[src/core/light_prox_pkg.sv]
// Constants shared by the light and proximity sensor register bank.
// Assumes a 40 MHz core clock; all timing counts derive from it.
package light_prox_pkg;

   // Register addresses (byte-wide registers, 4-bit address)
   localparam logic [3:0] ADDR_RESERVED = 4'h0;
   localparam logic [3:0] ADDR_CFG      = 4'h1;
   localparam logic [3:0] ADDR_EVT      = 4'h2;
   localparam logic [3:0] ADDR_NEAR_LO  = 4'h3;
   localparam logic [3:0] ADDR_NEAR_HI  = 4'h4;
   localparam logic [3:0] ADDR_AMB_LO   = 4'h5;
   localparam logic [3:0] ADDR_AMB_MIX  = 4'h6;
   localparam logic [3:0] ADDR_AMB_HI   = 4'h7;
   localparam logic [3:0] ADDR_NEAR_RES = 4'h8;
   localparam logic [3:0] ADDR_AMB_RL   = 4'h9;
   localparam logic [3:0] ADDR_AMB_RH   = 4'ha;
   localparam logic [3:0] ADDR_TEST_MODE_ONE    = 4'he;
   localparam logic [3:0] ADDR_TEST_MODE_TWO    = 4'hf;

   // Reset values
   localparam logic [7:0] RST_ZERO    = 8'h00;
   localparam logic [7:0] RST_NEAR_HI = 8'hff;
   localparam logic [7:0] RST_AMB_MIX = 8'hf0;
   localparam logic [7:0] RST_AMB_HI  = 8'hff;

   // Field positions in sense_configuration
   localparam int CFG_NEAR_ON   = 7;
   localparam int CFG_IDLE_LSB  = 4;
   localparam int CFG_DRIVE     = 3;
   localparam int CFG_AMB_ON    = 2;
   localparam int CFG_SPAN      = 1;
   localparam int CFG_SPECTRUM  = 0;

   // Field positions in event_control
   localparam int EVT_NEAR_FLAG    = 7;
   localparam int EVT_NEAR_PERSIST = 5;
   localparam int EVT_AMB_FLAG     = 3;
   localparam int EVT_AMB_PERSIST  = 1;
   localparam int EVT_PIN_AND      = 0;

   // Timing
   localparam int unsigned CLOCK_PERIOD_NS = 25;
   localparam int unsigned NEAR_CONV_NS    = 540000;
   localparam int unsigned NEAR_CONV_CYCLES =
      (NEAR_CONV_NS + CLOCK_PERIOD_NS - 1) / CLOCK_PERIOD_NS;
   localparam int unsigned IDLE_UNIT_NS    = 12500000;
   localparam int unsigned IDLE_UNIT_CYCLES = IDLE_UNIT_NS / CLOCK_PERIOD_NS;
   localparam int unsigned AMB_PERIOD_NS   = 100000000;
   localparam int unsigned AMB_PERIOD_CYCLES =
      AMB_PERIOD_NS / CLOCK_PERIOD_NS;

   // Idle time between LED pulses in 12.5 ms units
   function automatic logic [6:0] idle_units(input logic [2:0] code);
      case (code)
         3'h7:    idle_units = 7'h00;
         3'h6:    idle_units = 7'h01;
         3'h5:    idle_units = 7'h04;
         3'h4:    idle_units = 7'h06;
         3'h3:    idle_units = 7'h08;
         3'h2:    idle_units = 7'h10;
         3'h1:    idle_units = 7'h20;
         default: idle_units = 7'h40;
      endcase
   endfunction : idle_units

   // Consecutive tripping conversions needed per persistence code
   function automatic logic [4:0] persist_need(input logic [1:0] code);
      case (code)
         2'h0:    persist_need = 5'h01;
         2'h1:    persist_need = 5'h04;
         2'h2:    persist_need = 5'h08;
         default: persist_need = 5'h10;
      endcase
   endfunction : persist_need

endpackage : light_prox_pkg

[src/core/light_prox_regs.sv]
// Register bank and sensing sequencer of an ambient light and
// proximity sensor. Assumes a byte register port from a serial slave on
// the same clock; converter outputs arrive asynchronously.
`timescale 1ns/1ps
`default_nettype none
module light_prox_regs #(
   parameter int unsigned NEAR_CONV_CYCLES  = light_prox_pkg::NEAR_CONV_CYCLES,
   parameter int unsigned IDLE_UNIT_CYCLES  = light_prox_pkg::IDLE_UNIT_CYCLES,
   parameter int unsigned AMB_PERIOD_CYCLES = light_prox_pkg::AMB_PERIOD_CYCLES
) (
   // Clock and reset
   input  wire logic        i_clock,
   input  wire logic        i_reset,
   // Register port
   input  wire logic        i_reg_wr,
   input  wire logic        i_reg_rd,
   input  wire logic [3:0]  i_reg_addr,
   input  wire logic [7:0]  i_reg_wdata,
   output logic      [7:0]  o_reg_rdata,
   // Converter values, asynchronous
   input  wire logic [7:0]  i_near_adc_value,
   input  wire logic [11:0] i_ambient_adc_value,
   // Analog front end controls
   output logic             o_led_sink_pin,
   output logic             o_led_drive_level,
   output logic             o_lux_span_select,
   output logic             o_spectrum_select,
   // Open-drain event pin
   output logic             o_event_pin_out,
   output logic             o_event_pin_oe
);

   typedef enum logic [1:0] {
      NEAR_OFF     = 2'b00,
      NEAR_CONVERT = 2'b01,
      NEAR_IDLE    = 2'b10
   } near_state_t;

   near_state_t near_state_r;
   logic [7:0]  cfg_r;
   logic        near_event_flag_r;
   logic        ambient_event_flag_r;
   logic [1:0]  near_persist_count_r;
   logic [1:0]  ambient_persist_count_r;
   logic        pin_and_r;
   logic [7:0]  near_low_limit_r;
   logic [7:0]  near_high_limit_r;
   logic [11:0] ambient_low_limit_r;
   logic [11:0] ambient_high_limit_r;
   logic [7:0]  near_result_r;
   logic [11:0] ambient_result_value_r;
   logic [7:0]  test_mode_one_r;
   logic [7:0]  test_mode_two_r;
   logic [7:0]  near_meta_r;
   logic [7:0]  near_sync_r;
   logic [11:0] amb_meta_r;
   logic [11:0] amb_sync_r;
   logic [31:0] near_timer_r;
   logic [31:0] amb_timer_r;
   logic        near_zone_r;
   logic        near_on;
   logic        ambient_sense_on;
   logic [31:0] idle_target;
   logic        near_valid;
   logic        amb_valid;
   logic        near_trip;
   logic        amb_trip;
   logic        near_event;
   logic        amb_event;
   logic        evt_wr;

   assign near_on          = cfg_r[light_prox_pkg::CFG_NEAR_ON];
   assign ambient_sense_on = cfg_r[light_prox_pkg::CFG_AMB_ON];
   assign evt_wr = i_reg_wr && (i_reg_addr == light_prox_pkg::ADDR_EVT);

   // Converter buses change only at conversion ends, far from sampling
   always_ff @(posedge i_clock) begin
      if (i_reset) begin
         near_meta_r <= 8'h00;
         near_sync_r <= 8'h00;
         amb_meta_r  <= 12'h000;
         amb_sync_r  <= 12'h000;
      end else begin
         near_meta_r <= i_near_adc_value;
         near_sync_r <= near_meta_r;
         amb_meta_r  <= i_ambient_adc_value;
         amb_sync_r  <= amb_meta_r;
      end
   end

   // Register writes; reserved and unlisted addresses fall through
   always_ff @(posedge i_clock) begin
      if (i_reset) begin
         cfg_r                   <= light_prox_pkg::RST_ZERO;
         near_persist_count_r    <= 2'h0;
         ambient_persist_count_r <= 2'h0;
         pin_and_r               <= 1'b0;
         near_low_limit_r        <= light_prox_pkg::RST_ZERO;
         near_high_limit_r       <= light_prox_pkg::RST_NEAR_HI;
         ambient_low_limit_r     <= {light_prox_pkg::RST_AMB_MIX[3:0],
                                     light_prox_pkg::RST_ZERO};
         ambient_high_limit_r    <= {light_prox_pkg::RST_AMB_HI,
                                     light_prox_pkg::RST_AMB_MIX[7:4]};
         test_mode_one_r         <= light_prox_pkg::RST_ZERO;
         test_mode_two_r         <= light_prox_pkg::RST_ZERO;
      end else if (i_reg_wr) begin
         case (i_reg_addr)
            light_prox_pkg::ADDR_CFG: cfg_r <= i_reg_wdata;
            light_prox_pkg::ADDR_EVT: begin
               near_persist_count_r    <= i_reg_wdata[6:5];
               ambient_persist_count_r <= i_reg_wdata[2:1];
               pin_and_r <= i_reg_wdata[light_prox_pkg::EVT_PIN_AND];
            end
            light_prox_pkg::ADDR_NEAR_LO: near_low_limit_r <= i_reg_wdata;
            light_prox_pkg::ADDR_NEAR_HI: near_high_limit_r <= i_reg_wdata;
            light_prox_pkg::ADDR_AMB_LO:
               ambient_low_limit_r[7:0] <= i_reg_wdata;
            light_prox_pkg::ADDR_AMB_MIX: begin
               ambient_high_limit_r[3:0] <= i_reg_wdata[7:4];
               ambient_low_limit_r[11:8] <= i_reg_wdata[3:0];
            end
            light_prox_pkg::ADDR_AMB_HI:
               ambient_high_limit_r[11:4] <= i_reg_wdata;
            // Test bytes are stored only; nonzero values are not modelled
            light_prox_pkg::ADDR_TEST_MODE_ONE: test_mode_one_r <= i_reg_wdata;
            light_prox_pkg::ADDR_TEST_MODE_TWO: test_mode_two_r <= i_reg_wdata;
            default: ;
         endcase
      end
   end

   // Registered read data, one cycle after the strobe
   always_ff @(posedge i_clock) begin
      if (i_reset) begin
         o_reg_rdata <= 8'h00;
      end else if (i_reg_rd) begin
         case (i_reg_addr)
            light_prox_pkg::ADDR_CFG:     o_reg_rdata <= cfg_r;
            light_prox_pkg::ADDR_EVT:
               o_reg_rdata <= {near_event_flag_r, near_persist_count_r,
                               1'b0, ambient_event_flag_r,
                               ambient_persist_count_r, pin_and_r};
            light_prox_pkg::ADDR_NEAR_LO: o_reg_rdata <= near_low_limit_r;
            light_prox_pkg::ADDR_NEAR_HI: o_reg_rdata <= near_high_limit_r;
            light_prox_pkg::ADDR_AMB_LO:
               o_reg_rdata <= ambient_low_limit_r[7:0];
            light_prox_pkg::ADDR_AMB_MIX:
               o_reg_rdata <= {ambient_high_limit_r[3:0],
                               ambient_low_limit_r[11:8]};
            light_prox_pkg::ADDR_AMB_HI:
               o_reg_rdata <= ambient_high_limit_r[11:4];
            light_prox_pkg::ADDR_NEAR_RES: o_reg_rdata <= near_result_r;
            light_prox_pkg::ADDR_AMB_RL:
               o_reg_rdata <= ambient_result_value_r[7:0];
            light_prox_pkg::ADDR_AMB_RH:
               o_reg_rdata <= {4'h0, ambient_result_value_r[11:8]};
            light_prox_pkg::ADDR_TEST_MODE_ONE:   o_reg_rdata <= test_mode_one_r;
            light_prox_pkg::ADDR_TEST_MODE_TWO:   o_reg_rdata <= test_mode_two_r;
            default:                      o_reg_rdata <= 8'h00;
         endcase
      end
   end

   // Proximity sequencer: LED-lit conversion, then idle gap
   assign idle_target = 32'(light_prox_pkg::idle_units(cfg_r[6:4]))
                        * IDLE_UNIT_CYCLES;
   assign near_valid  = (near_state_r == NEAR_CONVERT)
                        && (near_timer_r == 32'(NEAR_CONV_CYCLES - 1));

   always_ff @(posedge i_clock) begin
      if (i_reset || !near_on) begin
         near_state_r <= NEAR_OFF;
         near_timer_r <= 32'h0000_0000;
      end else begin
         near_timer_r <= near_timer_r + 32'h0000_0001;
         case (near_state_r)
            NEAR_OFF: begin
               near_state_r <= NEAR_CONVERT;
               near_timer_r <= 32'h0000_0000;
            end
            NEAR_CONVERT: begin
               if (near_valid) begin
                  near_timer_r <= 32'h0000_0000;
                  // Zero idle keeps conversions back to back with the LED lit throughout
                  near_state_r <= (idle_target == 32'h0000_0000) ?
                                  NEAR_CONVERT : NEAR_IDLE;
               end
            end
            NEAR_IDLE: begin
               if (near_timer_r + 32'h0000_0001 >= idle_target) begin
                  near_state_r <= NEAR_CONVERT;
                  near_timer_r <= 32'h0000_0000;
               end
            end
            default: near_state_r <= NEAR_OFF;
         endcase
      end
   end

   // Ambient sequencer: free-running conversion period while enabled
   assign amb_valid = ambient_sense_on
                      && (amb_timer_r == 32'(AMB_PERIOD_CYCLES - 1));

   always_ff @(posedge i_clock) begin
      if (i_reset || !ambient_sense_on || amb_valid)
         amb_timer_r <= 32'h0000_0000;
      else
         amb_timer_r <= amb_timer_r + 32'h0000_0001;
   end

   // Conversion results; spectrum and span steer the converter
   always_ff @(posedge i_clock) begin
      if (i_reset) begin
         near_result_r          <= 8'h00;
         ambient_result_value_r <= 12'h000;
      end else begin
         if (near_valid)
            near_result_r <= near_sync_r;
         if (amb_valid)
            ambient_result_value_r <= amb_sync_r;
      end
   end

   // Proximity hysteresis: once above the high limit, stays tripping down to low; ambient trips outside its window
   assign near_trip = (near_sync_r > near_high_limit_r)
                      || (near_zone_r && (near_sync_r >= near_low_limit_r));
   assign amb_trip  = (amb_sync_r < ambient_low_limit_r)
                      || (amb_sync_r > ambient_high_limit_r);

   always_ff @(posedge i_clock) begin
      if (i_reset)
         near_zone_r <= 1'b0;
      else if (near_valid)
         near_zone_r <= near_trip;
   end

   persist_filter u_near_persist (
      .i_clock        (i_clock),
      .i_reset        (i_reset),
      .i_sample_valid (near_valid),
      .i_trip         (near_trip),
      .i_persist_code (near_persist_count_r),
      .o_event        (near_event)
   );

   persist_filter u_amb_persist (
      .i_clock        (i_clock),
      .i_reset        (i_reset),
      .i_sample_valid (amb_valid),
      .i_trip         (amb_trip),
      .i_persist_code (ambient_persist_count_r),
      .o_event        (amb_event)
   );

   // Sticky flags; an event in the clearing cycle wins over the clear
   always_ff @(posedge i_clock) begin
      if (i_reset) begin
         near_event_flag_r    <= 1'b0;
         ambient_event_flag_r <= 1'b0;
      end else begin
         if (near_event)
            near_event_flag_r <= 1'b1;
         else if (evt_wr && !i_reg_wdata[light_prox_pkg::EVT_NEAR_FLAG])
            near_event_flag_r <= 1'b0;
         if (amb_event)
            ambient_event_flag_r <= 1'b1;
         else if (evt_wr && !i_reg_wdata[light_prox_pkg::EVT_AMB_FLAG])
            ambient_event_flag_r <= 1'b0;
      end
   end

   // Front end and pin outputs
   assign o_led_sink_pin    = (near_state_r == NEAR_CONVERT);
   assign o_led_drive_level = cfg_r[light_prox_pkg::CFG_DRIVE];
   assign o_lux_span_select = cfg_r[light_prox_pkg::CFG_SPAN];
   assign o_spectrum_select = cfg_r[light_prox_pkg::CFG_SPECTRUM];
   assign o_event_pin_out   = 1'b0;
   assign o_event_pin_oe    = pin_and_r ?
      (near_event_flag_r && ambient_event_flag_r) :
      (near_event_flag_r || ambient_event_flag_r);

   // Checking helpers: age since enable (ambient: since last result), first proximity result pending
   logic [31:0] near_age_r;
   logic        near_first_r;
   logic [31:0] amb_age_r;

   always_ff @(posedge i_clock) begin
      if (i_reset || !near_on) begin
         near_age_r   <= 32'h0000_0000;
         near_first_r <= 1'b1;
      end else begin
         near_age_r <= near_age_r + 32'h0000_0001;
         if (near_valid)
            near_first_r <= 1'b0;
      end
   end

   always_ff @(posedge i_clock) begin
      if (i_reset || !ambient_sense_on || amb_valid)
         amb_age_r <= 32'h0000_0000;
      else
         amb_age_r <= amb_age_r + 32'h0000_0001;
   end
endmodule : light_prox_regs
`default_nettype wire

[src/core/persist_filter.sv]
// Persistence filter: fires once a run of tripping conversions is long
// enough. Assumes sample strobes are one-cycle pulses on i_clock.
`timescale 1ns/1ps
`default_nettype none
module persist_filter (
   // Clock and reset
   input  wire logic       i_clock,
   input  wire logic       i_reset,
   // Conversion outcome
   input  wire logic       i_sample_valid,
   input  wire logic       i_trip,
   input  wire logic [1:0] i_persist_code,
   // Event pulse
   output logic            o_event
);
   logic [4:0] run_r;
   logic [4:0] need;
   logic [4:0] run_inc;

   assign need    = light_prox_pkg::persist_need(i_persist_code);
   assign run_inc = run_r + 5'h01;

   // Run length saturates at the largest need so it never wraps
   always_ff @(posedge i_clock) begin
      if (i_reset) begin
         run_r   <= 5'h00;
         o_event <= 1'b0;
      end else begin
         o_event <= 1'b0;
         if (i_sample_valid) begin
            if (i_trip) begin
               if (run_inc >= need)
                  o_event <= 1'b1;
               if (run_r < 5'h10)
                  run_r <= run_inc;
            end else begin
               run_r <= 5'h00;
            end
         end
      end
   end
endmodule : persist_filter
`default_nettype wire
[config.mk]
export PLATFORM = sky130hd
export DESIGN_NAME = light_prox_regs
export DESIGN_NICKNAME = d
export VERILOG_FILES = /design/src/core/light_prox_pkg.sv /design/src/core/light_prox_regs.sv /design/src/core/persist_filter.sv
export SDC_FILE = /design/constraint.sdc
export NUM_CORES = 1
export LEC_CHECK = 0
export BUFFER_PORTS_ARGS = -buffer_cell sky130_fd_sc_hd__buf_2
export CAP_MARGIN = 15
export CORE_UTILIZATION = 46
export CTS_CLUSTER_DIAMETER = 30
export DETAILED_ROUTE_END_ITERATION = 8
export PLACE_DENSITY_LB_ADDON = 0.1
export REMOVE_ABC_BUFFERS = 1
export SLEW_MARGIN = 20
export SYNTH_ARGS = -nofsm -noshare
export SYNTH_HDL_FRONTEND = slang
export SYNTH_SLANG_ARGS = --single-unit
export TNS_END_PERCENT = 100
[constraint.sdc]
create_clock -name i_clock -period 6.2 [get_ports i_clock]
set_input_delay 0.62 -clock i_clock [delete_from_list [all_inputs] [get_ports i_clock]]
set_output_delay 0.62 -clock i_clock [all_outputs]
set_load 0.005 [all_outputs]
==> metrics list, run 1 <==
- At the end of routability-driven placement, the weighted congestion stood at 0.8765.
- Reg area: 4364 µm²
- The first routing iteration left 587 violations.
- Register clock-pin slew on the reported worst setup and hold paths: 0.05 ns
* Transition at the pin with the smallest max-transition slack: 1.129 ns
- The via count of the first global-routing pass came to 9,409.
- In this run the power spent charging and discharging nets is 0.9708 mW.
- Share of async-settable or async-resettable flops after synthesis: 0
* Endpoint class of the critical path: flop
- After synthesis the netlist holds a flip-flop and latch count of 218.
- Setup repair after global routing left no endpoint under its margin.
* Placement Rows: 59
* Shortest clock period the worst path allows after layout: 5.724 ns
* Share of layout cells above drive strength 1: 0.1134
- For this run, the detailed router's first-pass iteration total came to 5.
- Critical Path Start Type: flop
- The number of hold-slack violations in the final timing report came to 0.
- Worst path max stage delay: 0.49 ns
* HPWL Detailed: 22,460 µm
- Of the total power, registers draw 0.325.
- In this run the horizontal extent of the chip is 164.4 µm.
- Crit path max fanout: 22
- The first global-routing pass estimated 49,710 µm of wire.
- Yosys warnings: 0
- Of the available clock period, the critical path in the final layout requires 0.9233.
- The floorplan step defined a core boundary enclosing 25,980 µm².
- The routed layout has 10,011 vias.
* Pwr/cell area: 306.8 nW/µm²
- The clock reaches the later pin of the worst-skew pair after 0.54 ns.
- Across every metal layer, demand over resource in global routing totals 0.2335.
* Finished Layout Cells: 1,860
* Run status: finished, final reports clean
- A synthesized cell averages 8.426 µm².
- The number of clock buffers added by TritonCTS is 52.
- Nets: 1,637
- The tool flagged a number of max-cap violations equal to 0.
- CTS saw 218 sinks.
- Count of flip-flops with a built-in enable after synthesis: 0
- Net Sw Frac: 0.2187
- The worst pin sits at a relative slew slack of 0.2444.
- Main flop type after synthesis: dfxtp_1
- The clock arrives with 0.01682 ns of skew.
* Antenna violations before repair: 0
- Start-to-end type of the worst setup path: reg2reg
* Pin count of the biggest net entering global routing: 68
- The die covers 27,030 µm².
- In this run, placement finished with an instance count of 1,762.
- The routed design has 30,820 µm of wire.
* Die span in y: 164.4 µm
- Endpoints failing setup: 0
- The path class of the tightest hold or removal check is in2reg.
* Part of the power in the clock network: 0.635
- Sequential element share of the synthesized area: 0.3597
* Area growth from synthesis to layout: 19.28%
- Summed over all layers, the global routing overflow is 0.
- TritonCTS built the clock tree.
- CTS Hold Buffers Added: 0
* Post-Syn Area: 12,130 µm²
- For this run, design rule violations remaining after detail routing come to 0.
* Critical path arrival: 6.20 ns
- H-Tree Level Count: 2
- Master cell of the clock root buffer: clkbuf_16
* Data required time at the worst endpoint: 6.67 ns
- In the final timing run, aggregate negative setup slack is 0 ns.
* Setup Fix Bufs, Post-CTS: 0
- Quantity of I/O buffers inserted on ports: 48
* Synthesized instance count: 1,440
- After filler insertion, the fill cell instance count of the layout stands at 2,392.
- The total count of max-transition violations in the final report came to 0.
- During I/O placement, the number of pins put on the boundary was 50.
* Leak pwr: 6.030 nW
* Cell at the slowest stage of the critical path: fa_1
- Area taken by multi-input logic gates: 7212 µm²
- Peak supply drop: 0.2677 mV
- ANT cells: 0
- Share of total power in combinational logic: 0.040
* Maximum clock frequency: 174.7 MHz
* Internal Power: 3.469 mW
- Antenna-violating nets left: 0
* Unique cell type count in the Yosys netlist: 71
- After detailed routing, the average wire length per cell comes to 16.57 µm.
* Starting utilization of the core area: 0.4669
- Dividing the detail-routed via count by the number of cells gives 5.382.
* Max Root-Sink Buffers: 3
[synthesized netlist by cell type, drive strengths merged, types with 14 or more instances]
| master | n | area (µm²) |
|---|---|---|
| a21o | 17 | 127.6 |
| a21oi | 85 | 425.4 |
| a22oi | 14 | 105.1 |
| and2 | 34 | 212.7 |
| clkbuf | 59 | 221.5 |
| dfxtp | 218 | 4364 |
| ha | 115 | 1439 |
| inv | 75 | 281.5 |
| mux2i | 37 | 370.4 |
| nand2 | 158 | 593.1 |
| nand2b | 22 | 137.6 |
| nand3 | 51 | 255.2 |
| nand3b | 21 | 157.7 |
| nand4 | 30 | 187.7 |
| nor2 | 148 | 555.5 |
| nor2b | 55 | 344.1 |
| nor3 | 26 | 140.1 |
| nor4 | 16 | 118.9 |
| o21ai | 31 | 155.1 |
| xnor2 | 42 | 367.9 |
| xor2 | 40 | 350.3 |
[sequential cells by signal, indices dropped and copies added (netlist names), 12 cells and up]
register                cells
amb_timer_r                32
near_timer_r               32
amb_meta_r                 12
amb_sync_r                 12
ambient_high_limit_r       12
ambient_low_limit_r        12
ambient_result_value_r     12
[routing by layer]
layer	GRT usage	wire [µm]	up-vias
met5	0	0	-
met4	0.07506	651	0
met3	0.03968	1510	53
met2	0.3560	13280	233
met1	0.3331	15380	4642
li1	-	-	5083
[stage by stage]
| stage | hold slack [ns] | worst slack, ns | area, µm² | utilization | power (mW) |
|---|---|---|---|---|---|
| 5_1_grt | 0.2693 | 0.002741 | 14470 | 0.5570 | 4.591 |
| 2_1_floorplan | 0.4130 | 0.5063 | 11840 | - | 1.556 |
| 3_5_place_dp | 0.4204 | 0.3271 | 12590 | 0.4844 | 1.643 |
| 6_report | 0.2870 | 0.4757 | 14470 | 0.5570 | 4.440 |
| 4_1_cts | 0.2646 | 0.2900 | 14460 | 0.5564 | 4.489 |
| 3_3_place_gp | 0.4174 | 0.4759 | 12590 | 0.4844 | 1.640 |
[kinds of logic (layout without fill, tap and decap cells)]
family | after synthesis | after routing | share of synthesized area
simple gates | 609 | 609 | 0.2528
compound gates | 218 | 218 | 0.1145
flops | 218 | 218 | 0.3597
buf+inv | 147 | 232 | 0.04764
fa+ha+maj | 121 | 121 | 0.1277
xor+xnor | 82 | 82 | 0.05919
mux | 43 | 43 | 0.03795
other cells | 2 | 2 | 0.0006190
[power groups by stage]
stage	Sequential [mW]	Combinational, mW	Clock (mW)
2_1_floorplan	1.46	0.0936	0
3_3_place_gp	1.47	0.172	0
3_5_place_dp	1.47	0.175	0
4_1_cts	1.44	0.176	2.87
5_1_grt	1.44	0.198	2.95
6_report	1.44	0.177	2.82
[layout by cell type (no fill, tap or decap), types with 23 or more instances in the layout]
cell type,instances
a21oi_1,85
and2_1,33
buf_2,47
clkbuf_16,54
dfxtp_1,218
ha_1,114
inv_1,75
mux2i_1,37
nand2_1,158
nand3_1,51
nand4_1,30
nor2_1,148
nor2b_1,55
nor3_1,23
o21ai_0,30
xnor2_1,42
xor2_1,40
[cell type report]
class / count / area share
Multi-Input combinational cell: 1075 / 0.4983
Clock buffer: 65 / 0.1024
Timing Repair Buffer: 59 / 0.02248
Tap cell: 335 / 0.02896
Inverter: 75 / 0.01945
Sequential cell: 218 / 0.3015
Clock inverter: 33 / 0.02680
[repair_timing]
item,4_1_cts,5_1_grt
hold endpoints to repair,0,0
gates resized for setup,0,4
endpoints found under the setup margin,0,31
[path summary, 6_finish.rpt]
check | from | endpoint | slack, ns | cells past startpoint
max | cfg_r[5] | near_timer_r[1] | 0.48 | 25
min | i_ambient_adc_value[6] | amb_meta_r[6] | 0.29 | 2
min reg2reg | near_meta_r[4] | near_sync_r[4] | 0.43 | 1
max reg2reg | cfg_r[5] | near_timer_r[1] | 0.48 | 25
[worst max-delay path: cells and delay by family (launching register included)]
kind,cells,cell delay [ns]
AOI/OAI and AO/OA,7,1.33
xor gates and xnor gates,1,0.19
adders and majority gates,6,2.12
buffers and inverters,6,0.64
DFF,1,0.30
and+or+nand+nor,5,1.08
Note: power is estimated with default switching activity, not from simulation.
==> inputs of run 2 (changes only) <==
SYNTH_HIERARCHICAL = 1   (was not set)
==> run 2 against run 1 <==
Against the previous run:
- wire length up 0.44%
- hold slack worse by 0.018 ns
- count of clock-buffer cells in the layout up 5
- maximum frequency down 1.4%
- via count down 0.82%
- clock power about the same
- final cell count down 0.70%
- setup slack worse by 0.081 ns
- total power up 0.74%
- sequential power about the same
- register-to-register slack worse by 0.08 ns
- combinational power up 4%
- largest power group unchanged
==> metrics list, run 2 <==
- Peak supply drop: 0.2878 mV
- Critical Path Start Type: flop
- Setup violations remaining at the end of the flow were counted as 0.
- Flop and latch count out of synthesis: 218
* H-Tree Level Count: 2
- Global route total overflow: 0
* Area after DPL: 12,740 µm²
* Max Root-Sink Buffers: 3
- In this run, post-CTS hold repair placed 0 buffers.
- The layout has 2,428 filler cells.
- Switching Power: 0.9901 mW
- Unique cell type count in the Yosys netlist: 81
* Transition at the pin with the smallest max-transition slack: 1.085 ns
- Dividing the detail-routed wire length by the instance count gives 16.76 µm.
- Insertion delay to the later sink of the worst-skew pair: 0.56 ns
* Quantity of I/O buffers inserted on ports: 48
- STA classifies the critical path endpoint as a flop.
* Placement Rows: 59
* Area share of the leading cell type in the synthesized netlist: 0.3563
* Number of placed I/O pins: 50
- Total power consumption of the routed design: 4.473 mW
- Crit path max fanout: 8
* Share of async-settable or async-resettable flops after synthesis: 0
* Count of flip-flops with a built-in enable after synthesis: 0
- The via count of the first global-routing pass came to 9,291.
- Main flop type after synthesis: dfxtp_1
- Worst setup slack after layout: 0.3949 ns
- Largest registers: amb_timer_r x32, near_timer_r x32
- After layout, the minimum clock period comes to 5.805 ns.
- Register clock-pin slew on the reported worst setup and hold paths: 0.05 ns
- The number of antenna diodes in the final layout is 0.
- The commonest cells after synthesis are 218 x dfxtp_1, 218 x nor2_1, 115 x ha_1.
* Start-to-end type of the worst setup path: reg2reg
- Leak pwr: 6.187 nW
* Global router's overall resource usage: 0.2259
- Yosys attributes the largest share of cell area to dfxtp_1 36%, ha_1 12%, mux2i_1 6.7%.
- Internal Power: 3.483 mW
* Part of the total power dissipated in sequential elements: 0.322
- The run finished with clean final reports.
- The number of antenna violations at the first check in global routing came to 0.
- Post-Syn Area: 12,250 µm²
* Share of total power in combinational logic: 0.041
- After detailed routing, the number of vias per cell comes to 5.376.
- Headroom to the max-slew limit came out at 0.2738.
* Min-Delay Path Class: in2reg
- Avg Synthesized Cell Area: 8.680 µm²
- Number of placed cells counting well taps: 1,741
* Clock sink total: 218
- Number of DRC violations after detailed routing: 0
- After floorplanning, the core was sized to cover 26,060 µm².
- Number of buffers created by CTS: 53
* Worst Hold Margin: 0.2692 ns
- Pin count of the biggest net entering global routing: 115
* Net Sw Frac: 0.2214
- Excluding fillers, the count of instances in the completed layout stands at 1,847.
- Sequential element share of the synthesized area: 0.3563
- Number of DRC markers in iteration 0: 608
- Highest-count cells in the layout ignoring fill and taps: 217 x nor2_1, 216 x dfxtp_1, 114 x ha_1, 98 x nand2_1, 83 x inv_1
- The tool flagged a number of max-cap violations equal to 0.
- The congestion estimate from routability-driven global placement came to 0.8494.
- Of the cells placed in the final design, the portion with a size suffix greater than 1 is 0.1362.
- Synthesized instance count: 1,411
* Leading cell type in the layout, fill and taps excluded: nor2_1
- Nets: 1,624
- Vias after detailed routing: 9,929
- Post-Route Skew: 0.02687 ns
- Floorplan die area: 27,280 µm²
- Pins Over Slew Limit: 0
- Timing would allow up to 172.3 MHz.
- The pre-antenna-repair detailed-routing pass consisted of 5 iterations.
- For this configuration, the core starts out at a cell density of 0.4700.
- Area growth from synthesis to layout: 20.59%
* Setup slack after placement: -0.02522 ns
- Part of the power in the clock network: 0.637
* Die span in y: 165.2 µm
* Width of the die: 165.2 µm
- The first global-routing pass estimated 48,440 µm of wire.
- Antenna-violating nets left: 0
* Yosys warnings: 6
* Number of hold-slack violations in the final timing report: 0
- Dividing total power by cell area gives a power density of 302.8 nW/µm².
- Wires add up to 30,960 µm.
* Fin crit share: 0.9363
- Critical path arrival: 6.28 ns
- For the worst setup path, the data required time is 6.67 ns.
* HPWL Detailed: 21,350 µm
* Master cell of the clock root buffer: clkbuf_16
- TritonCTS built the clock tree.
- The finished cells cover 14,770 µm².
- dfxtp_1 takes more of the synthesized area than any other cell.
run 2: changes by cell type after synthesis, sizes merged, moves of 9 or more:
| cell | delta |
|---|---|
| a22oi | -10 |
| nor2 | +71 |
| clkbuf | -14 |
| inv | +9 |
| nand3b | -16 |
| mux2i | +45 |
| and2 | -28 |
| nand2 | -60 |
| a21oi | -37 |
| o21ai | +13 |
| a211o | +12 |
run 2: timing repair:
action | CTS | global route
pin swaps | 1 | 4
endpoints found under the setup margin | 31 | 33
gates resized for setup | 1 | 16
gates cloned | 0 | 3
setup buffers | 0 | 4
run 2: cell families (layout without fill, tap and decap cells):
family          Yosys count  in the layout  share of synthesized area
compound gates          194            197                     0.1079
mux                      86             86                    0.07345
simple gates            563            563                     0.2310
flops                   218            218                     0.3563
buf+inv                 148            246                    0.04781
xor+xnor                 79             79                    0.05649
fa+ha+maj               121            121                     0.1265
other cells               2              2                  0.0006132
run 2: per-layer routing:
| layer | part of all wire | track usage | up-vias |
|---|---|---|---|
| met3 | 0.053 | 0.04121 | 49 |
| met5 | 0 | 0 | - |
| met1 | 0.47 | 0.3036 | 4621 |
| li1 | - | - | 5021 |
| met2 | 0.45 | 0.3623 | 238 |
| met4 | 0.024 | 0.07631 | 0 |
run 2: final timing paths:
check                            from                to  slack, ns  cells after the start
hold / removal    i_near_adc_value[7]    near_meta_r[7]       0.27                      2
setup / recovery             cfg_r[5]  near_timer_r[31]       0.39                     26
hold reg to reg        near_meta_r[5]    near_sync_r[5]       0.43                      1
setup reg to reg             cfg_r[5]  near_timer_r[31]       0.39                     26
run 2: area by class of cell:
type	instances	area [µm²]	area share
clock buffer	70	1503	0.1017
clock inverter	29	385.4	0.02609
inverter	84	319.1	0.02160
multi-input combinational	1048	7405	0.5013
sequential	218	4372	0.2960
tap	335	419.2	0.02838
timing repair buffer	63	367.9	0.02490
run 2: worst max-delay path, cell delays in order (launching register included):
cell        delay [ns]
dfxtp_4           0.40
clkinvlp_4        0.16
nor3_2            0.26
inv_1             0.11
ha_2              0.23
nor2_1            0.17
a21boi_2          0.09
inv_1             0.08
fa_1              0.42
inv_1             0.09
fa_1              0.41
ha_1              0.32
ha_1              0.34
nand2_1           0.13
o41ai_2           0.08
a211oi_2          0.29
o21bai_2          0.13
a21oi_1           0.19
xor2_1            0.18
ha_1              0.26
nand2_1           0.11
nor4_2            0.06
o311ai_0          0.11
nand4_1           0.22
buf_4             0.21
o41a_4            0.51
nor3_1            0.18
run 2: stage by stage:
step	setup TNS, ns	util
CTS	0	0.5617
floorplan	0	-
global placement	0	0.4891
global route	-0.0003899	0.5668
finish	0	0.5668
detailed placement	-0.02522	0.4891
run 2: power by group through the flow:
stage | registers, mW | logic [mW] | clock network [mW]
after global placement | 1.47 | 0.179 | 0
after global routing | 1.44 | 0.205 | 2.98
after detailed placement | 1.47 | 0.181 | 0
final | 1.44 | 0.184 | 2.85
after CTS | 1.44 | 0.182 | 2.89
after floorplan | 1.46 | 0.0960 | 0
==> inputs of run 3 (changes only) <==
CORE_UTILIZATION = 40   (was 46)
==> run 3 against run 2 <==
Against the previous run:
- sequential power is essentially flat
- setup slack gained 0.038 ns
- critical path depth shrank 2
- count of clock-buffer cells in the layout shrank 2
==> metrics list, run 3 (same netlist as run 2, synthesis figures left out) <==
- The run finished with clean final reports.
- Setup violations remaining at the end of the flow were counted as 0.
- In this run the critical register-to-register path is launched from cfg_r[4].
* Number of hold-slack violations in the final timing report: 0
* Fin crit share: 0.9303
- The initial utilization of the core area, before any placement, comes to 0.4100.
* Cell count of the worst reg-to-reg path: 24
* Number of buffers created by CTS: 56
- Insertion delay to the later sink of the worst-skew pair: 0.56 ns
- Floorplan die area: 31,320 µm²
- Antenna-violating nets left: 0
* Max Root-Sink Buffers: 3
* Setup slack on the worst flop-to-flop path: 0.43 ns
- Via count of the first global-routing pass: 9,460
- Leak pwr: 6.191 nW
* Highest-count cells in the layout ignoring fill and taps: 216 x nor2_1, 215 x dfxtp_1, 114 x ha_1, 98 x nand2_1
- Pin count of the biggest net entering global routing: 70
- After detailed routing, the number of remaining DRC violations is 0.
- Global router's overall resource usage: 0.2039
- The min-delay analysis places its worst path in the category in2reg.
* Global route total overflow: 0
- The most critical setup path has its endpoint at near_state_r[0].
* Area growth from synthesis to layout: 21.37%
* Nets: 1,623
- Dividing total power by cell area gives a power density of 310.1 nW/µm².
- Crit path max fanout: 12
- The pre-antenna-repair detailed-routing pass consisted of 5 iterations.
* Register clock-pin slew on the reported worst setup and hold paths: 0.05 ns
- Placement Rows: 63
- The library cell used most frequently in the layout, excluding fill and tap cells, is nor2_1.
- The routed layout has 9,916 vias.
* Largest registers: amb_timer_r x32, near_timer_r x32
- Critical Path Start Type: flop
- Number of DRC markers in iteration 0: 661
- Across the run, the number of max-cap violations was 0.
- Critical path arrival: 6.20 ns
- Routability congestion estimate: 0.8679
* HPWL Detailed: 22,220 µm
* Endpoint class of the critical path: flop
- 50 I/O pins were placed.
* Pins Over Slew Limit: 0
- Width of the die: 177.0 µm
- The endpoint identified for the worst register-to-register timing path is near_state_r[0].
- Clock skew on the completed layout was measured at 0.02289 ns.
- Total wire length: 31,410 µm
- Fill cells in the final layout number 2,871.
* Average wire per standard cell: 16.49 µm
- Measured on the finished design, the core utilization comes to 0.4976.
- Along the worst hold path, the cell count comes to 2.
* CTS tree: done
* Maximum clock frequency: 173.4 MHz
- Clock sink total: 218
- Master cell of the clock root buffer: clkbuf_16
* Peak supply drop: 0.1933 mV
- Die span in y: 177.0 µm
- First-pass GRT wire length: 50,530 µm
* Headroom to the max-slew limit: 0.2496
- In the final layout, the share of cells above drive strength 1 is 0.1387.
* Shortest clock period the worst path allows after layout: 5.768 ns
- Start-to-end type of the worst setup path: reg2reg
- Data required time at the worst endpoint: 6.63 ns
- In this run the number of H-tree levels came out at 2.
* Quantity of I/O buffers inserted on ports: 48
- Power comes to 4.609 mW.
* Antenna violations before repair: 0
- The core region is 29,870 µm².
- Ratio of routed vias to standard cells: 5.205
* Origin of the worst setup path: cfg_r[4]
* Transition at the pin with the smallest max-transition slack: 1.121 ns
[run 3: cell count changes in the layout (fill, tap and decap cells not counted), sizes merged]
cell,previous run,this run
buf,63,61
o41a,4,2
clkinvlp,8,12
inv,83,91
clkbuf,70,68
bufinv,7,8
diode,0,1
clkinv,15,10
[run 3: worst min path at each step]
stage | startpoint | endpoint | slack [ns]
floorplan | u_amb_persist/o_event | ambient_event_flag_r | 0.40
global placement | amb_meta_r[1] | amb_sync_r[1] | 0.42
detailed placement | amb_meta_r[10] | amb_sync_r[10] | 0.42
CTS | i_ambient_adc_value[8] | amb_meta_r[8] | 0.25
global route | i_ambient_adc_value[8] | amb_meta_r[8] | 0.26
finish | i_ambient_adc_value[8] | amb_meta_r[8] | 0.28
[run 3: power breakdown]
group	internal, mW	switching, mW
sequential	1.43	0.0140
combinational	0.0669	0.115
clock	2.07	0.917
[run 3: routing by layer]
metal  share of wire  routed length [µm]  track usage
met4           0.016                 510      0.05029
met5               0                   0            0
met1            0.47               14920       0.2725
met2            0.46               14510       0.3354
met3           0.047                1473      0.03866
[run 3: final cells by class]
type                    instances  area (µm²)  share of cell area
well taps                     390       488.0             0.03283
inverters                      84       315.3             0.02121
multi-input cells            1046        7370              0.4957
repair buffers                 61       340.3             0.02289
flip-flops and latches        218        4370              0.2940
diodes                          1       2.502           0.0001683
clock buffers                  68        1508              0.1014
clock inverters                37       471.7             0.03173
[run 3: per-stage QoR]
| step | instance area [µm²] | TNS (ns) | setup WS, ns | hold WS, ns | instances |
|---|---|---|---|---|---|
| after floorplan | 11980 | 0 | 0.6415 | 0.4048 | 1347 |
| after global placement | 12810 | 0 | 0.1488 | 0.4206 | 1797 |
| after detailed placement | 12810 | -0.3538 | -0.06286 | 0.4204 | 1797 |
| after CTS | 14810 | -0.2954 | -0.02429 | 0.2543 | 1903 |
| after global routing | 14860 | -0.01085 | -0.01085 | 0.2634 | 1904 |
| final | 14870 | 0 | 0.4324 | 0.2761 | 1905 |
[run 3: critical path, cell delays in order (launching register included)]
cell,delay (ns)
dfxtp_4,0.39
nor2_2,0.25
and2_1,0.25
inv_1,0.10
fa_1,0.48
inv_1,0.06
ha_1,0.27
inv_1,0.05
fa_1,0.50
inv_1,0.04
ha_1,0.28
ha_1,0.30
o21ai_0,0.13
nor2_1,0.10
a211oi_2,0.32
o21bai_2,0.13
a21oi_1,0.19
xor2_1,0.17
ha_1,0.26
nand2_1,0.08
nor4_1,0.06
o311ai_0,0.11
nand4_1,0.29
or4_1,0.61
a22o_1,0.23
[run 3: what timing repair did]
action                     4_1_cts  5_1_grt
buffers inserted                 0        1
pin swaps                        1        3
cloned                           1        0
hold buffers                     0        0
setup endpoints to repair       31       33
resized for setup                1       15
